$ cat src/shared/shadow_uart_pkg.sv
// Shared constants for the UART shadow data port window
package shadow_uart_pkg;
	localparam int ADDR_W  = 32;
	localparam int DATA_W  = 32;
	localparam int BYTE_W  = 8;
	localparam int STRB_W  = 4;
	localparam int DEPTH   = 16;
	localparam int PTR_W   = 4;
	localparam int CNT_W   = 5;
	localparam int IRQ_W   = 3;
	// ****************************************************************
	// Address map
	// ****************************************************************
	localparam logic [31:0] SHADOW_BASE = 32'h50001130;
	localparam logic [31:0] SHADOW_LAST = 32'h5000116c;
	localparam logic [31:0] ALIAS_2     = 32'h50001138;
	localparam logic [31:0] ALIAS_3     = 32'h5000113c;
	localparam logic [31:0] CTRL_ADDR   = 32'h50001180;
	localparam logic [31:0] LSTAT_ADDR  = 32'h50001184;
	localparam logic [31:0] ISTAT_ADDR  = 32'h50001188;
	localparam logic [31:0] IMASK_ADDR  = 32'h5000118c;
	// ****************************************************************
	// Field positions and reset values
	// ****************************************************************
	localparam int CTRL_FIFO_EN = 0;
	localparam int CTRL_IR_MODE = 1;
	localparam int LS_DR        = 0;
	localparam int LS_OVR       = 1;
	localparam int LS_TX_HOLDING_EMPTY_FLAG      = 5;
	localparam int IS_RX        = 0;
	localparam int IS_OVR       = 1;
	localparam int IS_DROP      = 2;
	localparam logic [1:0] CTRL_RESET = 2'h0;
	localparam logic [1:0] RESP_OKAY   = 2'h0;
	localparam logic [1:0] RESP_SLVERR = 2'h2;

	function automatic logic is_shadow(input logic [31:0] a);
		return (a >= SHADOW_BASE) && (a <= SHADOW_LAST) && (a[1:0] == 2'h0);
	endfunction : is_shadow

	function automatic logic is_mapped(input logic [31:0] a);
		return is_shadow(a) || (a == CTRL_ADDR) || (a == LSTAT_ADDR) ||
			(a == ISTAT_ADDR) || (a == IMASK_ADDR);
	endfunction : is_mapped
endpackage : shadow_uart_pkg

$ cat src/shared/reg_access_if.sv
// Register access strobes between the bus front end and the register file
`timescale 1ns/100ps
`default_nettype none
interface reg_access_if;
	import shadow_uart_pkg::*;
	logic              wr;
	logic [ADDR_W-1:0] waddr;
	logic [DATA_W-1:0] wdata;
	logic [STRB_W-1:0] wstrb;
	logic              werr;
	logic              rd;
	logic [ADDR_W-1:0] raddr;
	logic [DATA_W-1:0] rdata;
	logic              rerr;
	modport front (output wr, waddr, wdata, wstrb, rd, raddr,
		input werr, rdata, rerr);
	modport regs (input wr, waddr, wdata, wstrb, rd, raddr,
		output werr, rdata, rerr);
endinterface : reg_access_if
`default_nettype wire

$ cat src/verilog/byte_fifo.sv
// Byte FIFO used for both the receive and the transmit path
`timescale 1ns/100ps
`default_nettype none
module byte_fifo
(
	input  wire logic                               mclk,
	input  wire logic                               rst,
	input  wire logic                               flush,
	input  wire logic                               push,
	input  wire logic [shadow_uart_pkg::BYTE_W-1:0] din,
	input  wire logic                               pop,
	output logic      [shadow_uart_pkg::BYTE_W-1:0] dout,
	output logic                                    empty,
	output logic                                    full
);
	import shadow_uart_pkg::*;

	logic [BYTE_W-1:0] mem [DEPTH];
	logic [PTR_W-1:0]  wptr_ff;
	logic [PTR_W-1:0]  rptr_ff;
	logic [CNT_W-1:0]  cnt_ff;
	logic              do_push;
	logic              do_pop;

	assign empty   = (cnt_ff == '0);
	assign full    = (cnt_ff == CNT_W'(DEPTH));
	assign do_pop  = pop && !empty;
	// A pop in the same cycle frees a slot, so a full FIFO may still take
	assign do_push = push && (!full || do_pop);
	assign dout    = mem[rptr_ff];

	always_ff @(posedge mclk)
	begin
		if (do_push)
			mem[wptr_ff] <= din;
	end

	always_ff @(posedge mclk)
	begin
		if (rst || flush)
		begin
			wptr_ff <= '0;
			rptr_ff <= '0;
			cnt_ff  <= '0;
		end
		else
		begin
			wptr_ff <= wptr_ff + PTR_W'(do_push);
			rptr_ff <= rptr_ff + PTR_W'(do_pop);
			cnt_ff  <= cnt_ff + CNT_W'(do_push) - CNT_W'(do_pop);
		end
	end
endmodule : byte_fifo
`default_nettype wire

$ cat src/verilog/axil_front.sv
// AXI4-Lite slave front end turning bus transfers into register strobes
`timescale 1ns/100ps
`default_nettype none
module axil_front
(
	input  wire logic                               mclk,
	input  wire logic                               rst,
	input  wire logic [shadow_uart_pkg::ADDR_W-1:0] awaddr,
	input  wire logic                               awvalid,
	output logic                                    awready,
	input  wire logic [shadow_uart_pkg::DATA_W-1:0] wdata,
	input  wire logic [shadow_uart_pkg::STRB_W-1:0] wstrb,
	input  wire logic                               wvalid,
	output logic                                    wready,
	output logic      [1:0]                         bresp,
	output logic                                    bvalid,
	input  wire logic                               bready,
	input  wire logic [shadow_uart_pkg::ADDR_W-1:0] araddr,
	input  wire logic                               arvalid,
	output logic                                    arready,
	output logic      [shadow_uart_pkg::DATA_W-1:0] rdata,
	output logic      [1:0]                         rresp,
	output logic                                    rvalid,
	input  wire logic                               rready,
	reg_access_if.front                             bus
);
	import shadow_uart_pkg::*;

	logic aw_have_ff;
	logic w_have_ff;
	logic rd_pend_ff;
	logic [ADDR_W-1:0] waddr_ff;
	logic [ADDR_W-1:0] raddr_ff;
	logic [DATA_W-1:0] wdata_ff;
	logic [STRB_W-1:0] wstrb_ff;

	// ****************************************************************
	// Write channel: address and data in either order
	// ****************************************************************
	assign awready   = !aw_have_ff && !bvalid;
	assign wready    = !w_have_ff && !bvalid;
	assign bus.wr    = aw_have_ff && w_have_ff && !bvalid;
	assign bus.waddr = waddr_ff;
	assign bus.wdata = wdata_ff;
	assign bus.wstrb = wstrb_ff;

	always_ff @(posedge mclk)
	begin
		if (rst)
		begin
			aw_have_ff <= 1'b0;
			w_have_ff  <= 1'b0;
			waddr_ff   <= '0;
			wdata_ff   <= '0;
			wstrb_ff   <= '0;
			bvalid     <= 1'b0;
			bresp      <= RESP_OKAY;
		end
		else
		begin
			if (awvalid && awready)
			begin
				aw_have_ff <= 1'b1;
				waddr_ff   <= awaddr;
			end
			if (wvalid && wready)
			begin
				w_have_ff <= 1'b1;
				wdata_ff  <= wdata;
				wstrb_ff  <= wstrb;
			end
			if (bus.wr)
			begin
				aw_have_ff <= 1'b0;
				w_have_ff  <= 1'b0;
				bvalid     <= 1'b1;
				bresp      <= bus.werr ? RESP_SLVERR : RESP_OKAY;
			end
			else if (bready)
				bvalid <= 1'b0;
		end
	end

	// ****************************************************************
	// Read channel: one outstanding read
	// ****************************************************************
	assign arready   = !rd_pend_ff && !rvalid;
	assign bus.rd    = rd_pend_ff;
	assign bus.raddr = raddr_ff;

	always_ff @(posedge mclk)
	begin
		if (rst)
		begin
			rd_pend_ff <= 1'b0;
			raddr_ff   <= '0;
			rvalid     <= 1'b0;
			rdata      <= '0;
			rresp      <= RESP_OKAY;
		end
		else if (arvalid && arready)
		begin
			rd_pend_ff <= 1'b1;
			raddr_ff   <= araddr;
		end
		else if (rd_pend_ff)
		begin
			rd_pend_ff <= 1'b0;
			rvalid     <= 1'b1;
			rdata      <= bus.rdata;
			rresp      <= bus.rerr ? RESP_SLVERR : RESP_OKAY;
		end
		else if (rready)
			rvalid <= 1'b0;
	end
endmodule : axil_front
`default_nettype wire

$ cat src/verilog/uart_shadow_buffer_access.sv
// UART shadow data port window with its control and status registers
`timescale 1ns/100ps
`default_nettype none
// Contract
// RULE_01: Sixteen word aliases all reach the data port
// RULE_02: Read returns serial or infrared received byte
// RULE_03: Software trusts data only while ready flag set
// RULE_04: FIFOs off: new byte overwrites, flags overrun
// RULE_05: FIFOs on: read returns and pops oldest
// RULE_06: Full receive FIFO keeps contents, drops, overruns
// RULE_07: Write queues byte for serial or infrared
// RULE_08: Software writes only while holding empty set
// RULE_09: FIFOs off: write clears empty, rewrites replace
// RULE_10: FIFOs on: sixteen writes accepted before full
// RULE_11: Write to full transmit FIFO is dropped
// RULE_12: Data bits 15:8 read zero, writes ignored
module uart_shadow_buffer_access
(
	input  wire logic                              mclk,
	input  wire logic                              rst,
	input  wire logic [shadow_uart_pkg::ADDR_W-1:0] awaddr,
	input  wire logic                              awvalid,
	output logic                                   awready,
	input  wire logic [shadow_uart_pkg::DATA_W-1:0] wdata,
	input  wire logic [shadow_uart_pkg::STRB_W-1:0] wstrb,
	input  wire logic                              wvalid,
	output logic                                   wready,
	output logic      [1:0]                        bresp,
	output logic                                   bvalid,
	input  wire logic                              bready,
	input  wire logic [shadow_uart_pkg::ADDR_W-1:0] araddr,
	input  wire logic                              arvalid,
	output logic                                   arready,
	output logic      [shadow_uart_pkg::DATA_W-1:0] rdata,
	output logic      [1:0]                        rresp,
	output logic                                   rvalid,
	input  wire logic                              rready,
	input  wire logic [shadow_uart_pkg::BYTE_W-1:0] rx_ser_byte,
	input  wire logic                              rx_ser_valid,
	input  wire logic [shadow_uart_pkg::BYTE_W-1:0] rx_ir_byte,
	input  wire logic                              rx_ir_valid,
	output logic      [shadow_uart_pkg::BYTE_W-1:0] tx_byte,
	output logic                                   tx_ser_valid,
	output logic                                   tx_ir_valid,
	input  wire logic                              tx_ready,
	output logic                                   irq
);
	import shadow_uart_pkg::*;

	reg_access_if bus ();

	logic [1:0]        ctrl_ff;
	logic [BYTE_W-1:0] receive_buffer_ff;
	logic [BYTE_W-1:0] transmit_holding_ff;
	logic              rx_data_ready_flag_ff;
	logic              tx_holding_empty_flag_ff;
	logic              ovr_ff;
	logic [IRQ_W-1:0]  ist_ff;
	logic [IRQ_W-1:0]  imask_ff;
	logic [IRQ_W-1:0]  evt;
	logic              fifo_en;
	logic              ir_mode;
	logic              flush;
	logic              rx_valid;
	logic [BYTE_W-1:0] rx_byte;
	logic              rd_shadow;
	logic              wr_shadow;
	logic              rx_pop;
	logic              rx_empty;
	logic              rx_full;
	logic [BYTE_W-1:0] rx_head;
	logic              tx_push;
	logic              tx_pop;
	logic              tx_empty;
	logic              tx_full;
	logic [BYTE_W-1:0] tx_head;
	logic              tx_taken;
	logic              tx_any;
	logic              ovr_evt;
	logic              drop_evt;
	logic              data_ready;
	logic              tx_holding_empty_flag;

	axil_front u_front (
		.mclk    (mclk),
		.rst     (rst),
		.awaddr  (awaddr),
		.awvalid (awvalid),
		.awready (awready),
		.wdata   (wdata),
		.wstrb   (wstrb),
		.wvalid  (wvalid),
		.wready  (wready),
		.bresp   (bresp),
		.bvalid  (bvalid),
		.bready  (bready),
		.araddr  (araddr),
		.arvalid (arvalid),
		.arready (arready),
		.rdata   (rdata),
		.rresp   (rresp),
		.rvalid  (rvalid),
		.rready  (rready),
		.bus     (bus.front)
	);

	// ****************************************************************
	// Mode selection and access decode
	// ****************************************************************
	assign fifo_en  = ctrl_ff[CTRL_FIFO_EN];
	assign ir_mode  = ctrl_ff[CTRL_IR_MODE];
	// Changing the FIFO mode empties both FIFOs so no stale byte leaks
	assign flush    = bus.wr && (bus.waddr == CTRL_ADDR) && bus.wstrb[0] &&
		(bus.wdata[CTRL_FIFO_EN] != fifo_en);
	assign rx_valid = ir_mode ? rx_ir_valid : rx_ser_valid; // RULE_02
	assign rx_byte  = ir_mode ? rx_ir_byte : rx_ser_byte; // RULE_02
	assign rd_shadow = bus.rd && is_shadow(bus.raddr); // RULE_01
	// Only the low lane carries data; upper lanes are dropped
	assign wr_shadow = bus.wr && is_shadow(bus.waddr) && bus.wstrb[0]; // RULE_12
	assign bus.werr  = !is_mapped(bus.waddr);
	assign bus.rerr  = !is_mapped(bus.raddr);

	// ****************************************************************
	// Receive path
	// ****************************************************************
	assign rx_pop  = fifo_en && rd_shadow; // RULE_05
	assign ovr_evt = rx_valid && (fifo_en ? (rx_full && !rx_pop) :
		(rx_data_ready_flag_ff && !rd_shadow)); // RULE_04 RULE_06

	byte_fifo u_rx_fifo (
		.mclk  (mclk),
		.rst   (rst),
		.flush (flush),
		.push  (fifo_en && rx_valid),
		.din   (rx_byte),
		.pop   (rx_pop),
		.dout  (rx_head),
		.empty (rx_empty),
		.full  (rx_full)
	);

	always_ff @(posedge mclk)
	begin
		if (rst)
			receive_buffer_ff <= '0;
		else if (!fifo_en && rx_valid)
			receive_buffer_ff <= rx_byte; // RULE_04
	end

	// A byte landing in the same cycle as the read keeps the flag set
	always_ff @(posedge mclk)
	begin
		if (rst || flush)
			rx_data_ready_flag_ff <= 1'b0;
		else if (!fifo_en && rx_valid)
			rx_data_ready_flag_ff <= 1'b1;
		else if (rd_shadow)
			rx_data_ready_flag_ff <= 1'b0;
	end

	always_ff @(posedge mclk)
	begin
		if (rst)
			ovr_ff <= 1'b0;
		else if (ovr_evt)
			ovr_ff <= 1'b1; // RULE_04 RULE_06
		else if (bus.rd && (bus.raddr == LSTAT_ADDR))
			ovr_ff <= 1'b0;
	end

	// ****************************************************************
	// Transmit path
	// ****************************************************************
	assign tx_any   = fifo_en ? !tx_empty : !tx_holding_empty_flag_ff;
	assign tx_ser_valid = tx_any && !ir_mode; // RULE_07
	assign tx_ir_valid  = tx_any && ir_mode; // RULE_07
	assign tx_byte  = fifo_en ? tx_head : transmit_holding_ff;
	assign tx_taken = tx_any && tx_ready;
	assign tx_push  = fifo_en && wr_shadow; // RULE_10
	assign tx_pop   = fifo_en && tx_taken;
	assign drop_evt = tx_push && tx_full && !tx_pop; // RULE_11

	byte_fifo u_tx_fifo (
		.mclk  (mclk),
		.rst   (rst),
		.flush (flush),
		.push  (tx_push),
		.din   (bus.wdata[BYTE_W-1:0]),
		.pop   (tx_pop),
		.dout  (tx_head),
		.empty (tx_empty),
		.full  (tx_full)
	);

	always_ff @(posedge mclk)
	begin
		if (rst)
			transmit_holding_ff <= '0;
		else if (!fifo_en && wr_shadow)
			transmit_holding_ff <= bus.wdata[BYTE_W-1:0]; // RULE_09
	end

	// A write racing the transmitter's take leaves the new byte pending
	always_ff @(posedge mclk)
	begin
		if (rst || flush)
			tx_holding_empty_flag_ff <= 1'b1;
		else if (!fifo_en && wr_shadow)
			tx_holding_empty_flag_ff <= 1'b0; // RULE_09
		else if (!fifo_en && tx_taken)
			tx_holding_empty_flag_ff <= 1'b1;
	end

	// ****************************************************************
	// Control, interrupt and read-back registers
	// ****************************************************************
	assign data_ready = fifo_en ? !rx_empty : rx_data_ready_flag_ff;
	assign tx_holding_empty_flag       = fifo_en ? tx_empty : tx_holding_empty_flag_ff;
	assign evt        = {drop_evt, ovr_evt, rx_valid};
	assign irq        = |(ist_ff & imask_ff);

	always_ff @(posedge mclk)
	begin
		if (rst)
			ctrl_ff <= CTRL_RESET;
		else if (bus.wr && (bus.waddr == CTRL_ADDR) && bus.wstrb[0])
			ctrl_ff <= bus.wdata[1:0];
	end

	always_ff @(posedge mclk)
	begin
		if (rst)
			imask_ff <= '0;
		else if (bus.wr && (bus.waddr == IMASK_ADDR) && bus.wstrb[0])
			imask_ff <= bus.wdata[IRQ_W-1:0];
	end

	// Write one to clear; a new event in the same cycle still sets
	always_ff @(posedge mclk)
	begin
		if (rst)
			ist_ff <= '0;
		else if (bus.wr && (bus.waddr == ISTAT_ADDR) && bus.wstrb[0])
			ist_ff <= (ist_ff & ~bus.wdata[IRQ_W-1:0]) | evt;
		else
			ist_ff <= ist_ff | evt;
	end

	always_comb
	begin
		bus.rdata = '0;
		if (is_shadow(bus.raddr))
			bus.rdata[BYTE_W-1:0] = fifo_en ? rx_head :
				receive_buffer_ff; // RULE_05 RULE_12
		else if (bus.raddr == CTRL_ADDR)
			bus.rdata[1:0] = ctrl_ff;
		else if (bus.raddr == LSTAT_ADDR)
		begin
			bus.rdata[LS_DR]   = data_ready; // RULE_03
			bus.rdata[LS_OVR]  = ovr_ff;
			bus.rdata[LS_TX_HOLDING_EMPTY_FLAG] = tx_holding_empty_flag; // RULE_08
		end
		else if (bus.raddr == ISTAT_ADDR)
			bus.rdata[IRQ_W-1:0] = ist_ff;
		else if (bus.raddr == IMASK_ADDR)
			bus.rdata[IRQ_W-1:0] = imask_ff;
	end
endmodule : uart_shadow_buffer_access
`default_nettype wire

$ cat config.mk
export PLATFORM = sky130hd
export DESIGN_NAME = uart_shadow_buffer_access
export DESIGN_NICKNAME = d
export VERILOG_FILES = /design/src/shared/shadow_uart_pkg.sv /design/src/shared/reg_access_if.sv /design/src/verilog/byte_fifo.sv /design/src/verilog/axil_front.sv /design/src/verilog/uart_shadow_buffer_access.sv
export SDC_FILE = /design/constraint.sdc
export NUM_CORES = 1
export LEC_CHECK = 0
export CAP_MARGIN = 20
export CORE_MARGIN = 2
export CORE_UTILIZATION = 39
export DETAILED_ROUTE_END_ITERATION = 8
export DONT_BUFFER_PORTS = 1
export MAX_ROUTING_LAYER = met4
export PLACE_DENSITY = 0.64
export SLEW_MARGIN = 20
export SYNTH_ARGS = -nofsm -noshare
export SYNTH_HDL_FRONTEND = slang
export SYNTH_HIERARCHICAL = 1
export SYNTH_SLANG_ARGS = --single-unit
$ cat constraint.sdc
create_clock -name mclk -period 3.4 [get_ports mclk]
set_input_delay 0.34 -clock mclk [delete_from_list [all_inputs] [get_ports mclk]]
set_output_delay 0.34 -clock mclk [all_outputs]
set_load 0.01 [all_outputs]
## After elaboration in Yosys (flattened, before gate mapping)

Memory sizes are Yosys's and may differ from the RTL's. A register that Yosys moved wholly into a read port is not among the register bits.
Index checks and enable logic that the tools add are counted.

- Flip-flop bits (word level): 143
- Bits in writable memories: 256
- Bits of input ports: 126
- Output and inout bits: 52
- Logic and storage cells: 178
- Memories: 2

Memory list:

| name | words | bits a word | rd ports | clocked after memory_dff | write ports | line | source |
|---|---|---|---|---|---|---|---|
| u_rx_fifo.mem | 16 | 8 | 1 | 1 | 1 | byte_fifo.sv:18 | `logic [BYTE_W-1:0] mem [DEPTH];` |
| u_tx_fifo.mem | 16 | 8 | 1 | 1 | 1 | byte_fifo.sv:18 |  |

- Add/sub/neg operators: 8
- Magnitude comparators: 4
- Eq/ne operators: 11
- Muxes and demuxes: 40
- Bitwise operators: 6
- Reductions and logical operators: 81

Operator list:

| cell | number |
|---|---|
| 32-bit by 31-bit == test with 1-bit output, second input constant | 8 |
| 32-bit by 31-bit >= comparator with 1-bit output, second input constant | 2 |
| 32-bit by 31-bit less-or-equal comparator with 1-bit output, second input constant | 2 |
| 1-bit logical AND | 42 |
| 1-bit 2-to-1 mux | 25 |
| 8-bit 2-to-1 mux | 3 |
| 4-bit by 1-bit adder with 4-bit output | 4 |
| 1-bit logical NOT | 15 |
| 2-bit 2-to-1 mux | 6 |
| 3-bit 2-to-1 mux | 4 |
| 1-bit logical OR | 11 |
| 5-bit by 1-bit adder with 5-bit output | 2 |
| 5-bit == test, second input constant | 2 |
| 5-bit logical NOT | 2 |
| 2-bit nonzero test | 5 |
| 5-bit by 1-bit subtractor with 5-bit output | 2 |
| 4-bit 2-to-1 mux | 2 |
| 3-bit AND | 2 |
| 3-bit OR | 2 |
| 2-bit logical NOT | 2 |
| 2-bit AND reduction | 2 |
| 3-bit inverter | 1 |
| 3-bit OR reduction | 1 |
| 2-bit OR reduction | 1 |
| 2 further kinds | 2 |

## Depth between registers and ports, before layout

Gate-level depths: netlist of the first run.

- Depth in word-level cells: 11
- Mapped depth: 17
- Depth with buffers taken out: 16

## By module

Netlist of the first run, hierarchy kept.

By module, submodules not included:

| module | instances | cells an instance | area an instance (um^2) | sequential area each (um^2) |
|---|---|---|---|---|
| byte_fifo (u_rx_fifo) | 1 | 296 | 5,701.7 | 4,103.9 |
| byte_fifo (u_tx_fifo) | 1 | 296 | 5,690.5 | 4,103.9 |
| axil_front | 1 | 574 | 5,019.8 | 2,782.7 |
| uart_shadow_buffer_access | 1 | 257 | 2,087.0 | 540.5 |

## Worst setup path before layout of the first run

Ideal clock, no wire load.

- Path kind: register to register
- Start point: register u_front.waddr_ff[13], in the netlist u_front/bus.waddr[13]
- End point: register u_tx_fifo.cnt_ff[4]
- Setup time: 0.126 ns
- Arrival time: 3.413 ns
- Data required time: 3.274 ns
- Path slack: -0.140 ns
- Stages on the path, launching flop included: 15
- Path buffers: 0
- Clock period less this slack: 3.540 ns
- Cell sequence: dfxtp_1 or4_4 or4_4 nor2_1 nor4b_1 xnor2_1 nand2_1 o21ai_1 ha_1 inv_1 fa_1 nand2b_1 a21oi_1 o21ai_0 nor3b_1

- Word-level cells in the longest chain between the ends: 9
- Elaborated cells between the ends (all ways): 15
- Those cells by class: add/sub: 2; order compare: 2; eq/ne: 1; reduce/logical: 10

Ends and longest elaborated chain:

| item | line | source |
|---|---|---|
| from (decl) | axil_front.sv:32 | `logic [ADDR_W-1:0] waddr_ff;` |
| from (signal assigned) | axil_front.sv:64 | `waddr_ff <= awaddr;` |
| 32-bit by 31-bit >= comparator with 1-bit output or 32-bit by 31-bit less-or-equal comparator with 1-bit output (tied branches) | shadow_uart_pkg.sv:38 | `return (a >= SHADOW_BASE) && (a <= SHADOW_LAST) && (a[1:0] == 2'h0);` |
| 1-bit logical AND * (2 in a row) | shadow_uart_pkg.sv:38 |  |
| 1-bit logical AND * (2 in a row) | uart_shadow_buffer_access.sv:119 | `assign wr_shadow = bus.wr && is_shadow(bus.waddr) && bus.wstrb[0];` |
| 1-bit logical AND * | uart_shadow_buffer_access.sv:179 | `assign tx_push = fifo_en && wr_shadow;` |
| named net tx_push | uart_shadow_buffer_access.sv:72 | `logic tx_push;` |
| 1-bit logical AND * | byte_fifo.sv:29 | `assign do_push = push && (!full \|\| do_pop);` |
| 5-bit by 1-bit adder with 5-bit output * | byte_fifo.sv:50 | `cnt_ff <= cnt_ff + CNT_W'(do_push) - CNT_W'(do_pop);` |
| 5-bit by 1-bit subtractor with 5-bit output * | byte_fifo.sv:50 |  |
| to (signal assigned) | byte_fifo.sv:50 |  |
| to (decl) | byte_fifo.sv:21 | `logic [CNT_W-1:0] cnt_ff;` |

Mark *: on every way through the listed nets, which the timed path passes. The rest lies on a longest branch.
A chain may end at the register's enable or synchronous reset.

## Worst setup path after layout of the first run

- Start point: register u_front.waddr_ff[22], in the netlist u_front/bus.waddr[22]
- End point: register u_tx_fifo.cnt_ff[4]

Same word-level chain as after synthesis.

==> results of run 1 <==
[worst register-to-register path, cell delays in order, from the launching register on]
cell	delay (ns)
dfxtp_1	0.31
or4_4	0.53
or4_4	0.57
nor2_4	0.11
nor4b_4	0.26
xnor2_1	0.15
nand2_1	0.06
o21ai_1	0.11
ha_2	0.20
inv_2	0.04
fa_2	0.33
nand2b_4	0.16
a21oi_4	0.15
o21ai_1	0.07
nor3b_1	0.15
[layer usage]
metal / up-vias / GRT usage / wire length [um]
li1: 5085 / - / -
met1: 5472 / 0.2134 / 16700
met2: 257 / 0.2856 / 19750
met3: 69 / 0.03665 / 2038
met4: 0 / 0.05639 / 927
met5: - / - / 0
[state kept, by name, summed over array words and instances, names as in the netlist, 5 cells and up]
signal               flops
u_tx_fifo/cnt_ff         5
receive_buffer_ff        8
u_front/bus.wdata        8
transmit_holding_ff      8
u_front/bus.waddr       32
u_rx_fifo/mem          128
u_rx_fifo/cnt_ff         5
u_front/bus.raddr       32
u_front/rdata           32
u_tx_fifo/mem          128
[area by class of cell]
cell class | count | area [sq um]
clock buffers | 58 | 1190
clock inverters | 22 | 275.3
fillers | 3927 | 23570
inverters | 27 | 101.3
multi-input cells | 803 | 6122
flip-flops and latches | 421 | 11000
well taps | 592 | 740.7
repair buffers | 144 | 1319
[per-stage QoR]
step / total power (W) / cells
after floorplan: 0.006004 / 1334
after global placement: 0.006072 / 1907
after detailed placement: 0.006088 / 1907
after CTS: 0.01103 / 2065
after global routing: 0.01132 / 2067
final: 0.01095 / 2067
[path summary, 6_finish.rpt]
kind / start / slack [ns] / end
worst min register to register: u_front/bus.raddr[11] / 0.45 / u_front/bus.raddr[11]
worst max register to register: u_front/bus.waddr[22] / 0.09 / u_tx_fifo/cnt_ff[4]
worst max-delay path: u_front/bus.waddr[22] / 0.09 / u_tx_fifo/cnt_ff[4]
worst min-delay path: rst / 0.05 / u_rx_fifo/rptr_ff[1]
[timing repair]
action,4_1_cts,5_1_grt
hold buffers,78,0
hold endpoints to repair,135,0
setup endpoints to repair,2,3
buffers inserted,0,2
pin swaps,1,11
resized for setup,5,19
cloned,0,0
[where the power goes]
group          internal, W  switching, W
clock              0.00286       0.00198
sequential         0.00550     0.0000943
combinational     0.000221      0.000293
total              0.00858       0.00236
==> results.yml, run 1 <==
outcome:
  outcome: "finished clean"
worst_setup_path:
  critical_path_class: "reg -> reg"
  crit_slowest_cell: "or4_4"
  cp.depth: 14
  arrival_ns: 3.76
  critical_path.max_stage_delay_ns: 0.57
  crit_fanout: 3
  worst-path-buf-inv: 1
  ff2ff_path_depth: 14
  end_kind: "flop"
  path_cells: "or4_4, or4_4, nor2_4, nor4b_4, xnor2_1, nand2_1, o21ai_1, ha_2, inv_2, fa_2, nand2b_4, a21oi_4, o21ai_1, nor3b_1"
  cp.required_ns: 3.85
  cp_top_family: "simple AND/OR/NAND/NOR gates"
  startpoint_type: "flop"
cells_and_area:
  drive_gt1_frac: 0.1566
  final_common_cell: "edfxtp_1"
  final_area_sq_um: 20740
  final_nets: 1586
  area_growth_pct: 18.39
  post-route-util: 0.4681
  layout_common_cells: "256 x edfxtp_1, 180 x nand2_1, 160 x dfxtp_1"
  n_antenna_cell: 0
yosys:
  synth_area_sq_um: 17520
  syn_inst: 1310
  syn_area_per_cell_sq_um: 13.38
  yosysWarnings: 6
power_and_ir_drop:
  leakagePower_nw: 7.259
  max-vdd-ir-drop_uv: 483.2
  power_density_nw_per_um2: 527.7
global_routing:
  overflow: 0
  grt_pass1_wl_um: 61580
  grt_max_degree: 136
  grt_pass1_vias: 11140
  antenna_found_initial: 0
  grt_usage: 0.1733
routing:
  dr.first_iter.drc_count: 791
  dr.pass1.iters: 5
  drtAntennaViolNets: 0
  drc: 0
  drt-total-wl_um: 39410
  wl_per_cell_um: 19.06
  vias: 10880
  viasPerCell: 5.265
timing:
  clock_skew_ns: 0.03426
  hold_ws_ns: 0.04846
  hold_viol_final: 0
  fmax_mhz: 302.5
  rsz0062_at_grt: "true"
  maxSlewHeadroom: 0.2501
  slew_violations: 0
  period_share: 0.9723
  setup_viol: 0
  setup_ws_ns: 0.09417
  tightest_slew_ns: 1.125
  finalSetupTns_ns: 0
  post-route-min-period_ns: 3.306
flow_run:
  cap_violations: 0
floorplanning:
  die_height_um: 216.0
  core-area_sq_um: 44320
  die_area_sq_um: 46640
  initial_utilization: 0.3954
  fp.dieW_um: 216.0
  num_rows: 77
  io-pin-count: 178
clock_network:
  cts_buffer_depth: 3
  clkTransAtPathRegs_ns: 0.06
  htree_levels: 2
  cts_buffers: 43
  cts_tree: "done"
  cts.sinks: 421
  clockRootBuffer: "clkbuf_16"
  clk_latency_ns: 0.59
placed_design:
  gp_congestion: 0.7903
  placed_area_sq_um: 18360
  io_buffers: 0
  dpl_worst_slack_ns: -0.09744
  hpwl_um: 24800
min_path:
  hold_depth: 2
  hold_path_class: "in -> reg"
Power figures use the tool's default switching activity.
==> run 2, diff against run 1 <==
Settings changed: CTS_BUF_LIST set to sky130_fd_sc_hd__clkbuf_16, GPL_TIMING_DRIVEN set to 1.
Clock period 3.4 ns to 2.69 ns, I/O delays scaled along.
==> run 2 against run 1 <==
Compared with the run above: the run now ends with negative setup slack left; register-to-register slack worse by 0.70 ns; hold slack improved by 0.035 ns; clock skew shrank 0.011 ns; clock-buffer cell count is 15 lower; via count up 2.0%; non-clock buffer count up 88; first-iteration DRC count down 0.38%; final cell count rose by 4.3%; critical path type unchanged; critical endpoint unchanged.
==> results.yml, run 2 (synthesis results as in run 1) <==
cells_and_area:
  final_common_cell: "edfxtp_1"
  n_antenna_cell: 0
  post-route-util: 0.5067
  final_nets: 1674
  reg_top3: "u_rx_fifo/mem x128, u_tx_fifo/mem x128"
  layout_common_cells: "256 x edfxtp_1, 178 x nand2_1, 160 x dfxtp_1"
  drive_gt1_frac: 0.2258
  final_area_sq_um: 22460
  area_growth_pct: 28.16
outcome:
  outcome: "complete, but fails checks"
  violations: "negative setup slack"
timing:
  tightest_slew_ns: 1.073
  fmax_mhz: 303.6
  hold_viol_final: 0
  setup_viol: 272
  rsz0062_at_grt: "true"
  hold_ws_ns: 0.08393
  post-route-min-period_ns: 3.294
  setup_ws_ns: -0.6037
  finalSetupTns_ns: -70.21
  maxSlewHeadroom: 0.2847
  period_share: 1.224
  clock_skew_ns: 0.02342
  slew_violations: 0
placed_design:
  hpwl_um: 25480
  io_buffers: 0
  placed_area_sq_um: 19350
  gp_congestion: 0.7829
  dpl_worst_slack_ns: -0.6000
routing:
  wl_per_cell_um: 19.07
  drtAntennaViolNets: 0
  dr.first_iter.drc_count: 788
  viasPerCell: 5.152
  dr.pass1.iters: 8
  vias: 11100
  drc: 0
  drt-total-wl_um: 41090
clock_network:
  htree_levels: 2
  cts_buffers: 43
  cts.sinks: 421
  clockRootBuffer: "clkbuf_16"
  cts_buffer_depth: 3
  clk_latency_ns: 0.58
  cts_tree: "done"
  clkTransAtPathRegs_ns: 0.06
global_routing:
  met3_usage: 0.03946
  grt_usage: 0.1821
  use_met2: 0.2964
  grt_max_degree: 145
  antenna_found_initial: 0
  grt_pass1_vias: 11590
  grt_util_met1: 0.2290
  overflow: 0
  busiest_layer: "met2"
  grt_pass1_wl_um: 64110
floorplanning:
  fp.dieW_um: 216.0
  die_height_um: 216.0
  initial_utilization: 0.3954
  die_area_sq_um: 46640
  num_rows: 77
  core-area_sq_um: 44320
  io-pin-count: 178
worst_setup_path:
  crit_fanout: 3
  startpoint_type: "flop"
  arrival_ns: 3.74
  cp.required_ns: 3.13
  end_kind: "flop"
  critical_path_class: "reg -> reg"
min_path:
  hold_path_class: "in -> reg"
flow_run:
  cap_violations: 0
power_and_ir_drop:
  power_density_nw_per_um2: 604.3
  max-vdd-ir-drop_uv: 434.4
  leakagePower_nw: 7.995
run 2: path summary, 6_finish.rpt:
check | startpoint | slack [ns] | cells after the start | endpoint
setup reg to reg | u_front/bus.waddr[31] | -0.60 | 14 | u_tx_fifo/cnt_ff[4]
setup / recovery | u_front/bus.waddr[31] | -0.60 | 14 | u_tx_fifo/cnt_ff[4]
hold / removal | rst | 0.08 | 2 | u_rx_fifo/wptr_ff[2]
hold reg to reg | transmit_holding_ff[4] | 0.47 | 2 | transmit_holding_ff[4]
run 2: metrics by stage:
step                cells  power, W
CTS                  2151   0.01368
floorplan            1334  0.007600
global placement     1945  0.007727
finish               2155   0.01357
global route         2155   0.01406
detailed placement   1945  0.007751
run 2: metal layers:
layer  vias up  part of all wire
met2       261              0.49
met1      5517              0.43
met5         -                 0
met4         0             0.022
li1       5256                 -
met3        68             0.058
run 2: critical path, cell delays in order, from the launching register on:
cell and delay, ns:
dfxtp_1 0.31, or4_4 0.53, or4_4 0.58, nor2_4 0.11
nor4b_4 0.27, xnor2_1 0.16, nand2_1 0.08, o21ai_2 0.06
ha_2 0.20, inv_2 0.04, fa_2 0.33, nand2b_4 0.15
a21oi_4 0.13, o21ai_1 0.07, nor3b_2 0.16
run 2: cell type report:
| cell class | count | area (sq um) |
|---|---|---|
| Clock buffer | 43 | 1076 |
| Clock inverter | 37 | 301.5 |
| Fill cell | 3758 | 21860 |
| Inverter | 27 | 103.9 |
| Multi-Input combinational cell | 803 | 6656 |
| Sequential cell | 421 | 11000 |
| Tap cell | 592 | 740.7 |
| Timing Repair Buffer | 232 | 2580 |
run 2: repair_timing:
item                                    CTS  global route
endpoints found under the setup margin  283           291
gates cloned                              0             1
pin swaps                                30            21
setup buffers                            18             5
resized for setup                        51            42
hold buffers                            114             3
hold endpoints to repair                158            24
run 2: power breakdown:
part	switching (W)	internal (W)
clock	0.00247	0.00331
sequential	0.000115	0.00695
combinational	0.000366	0.000351
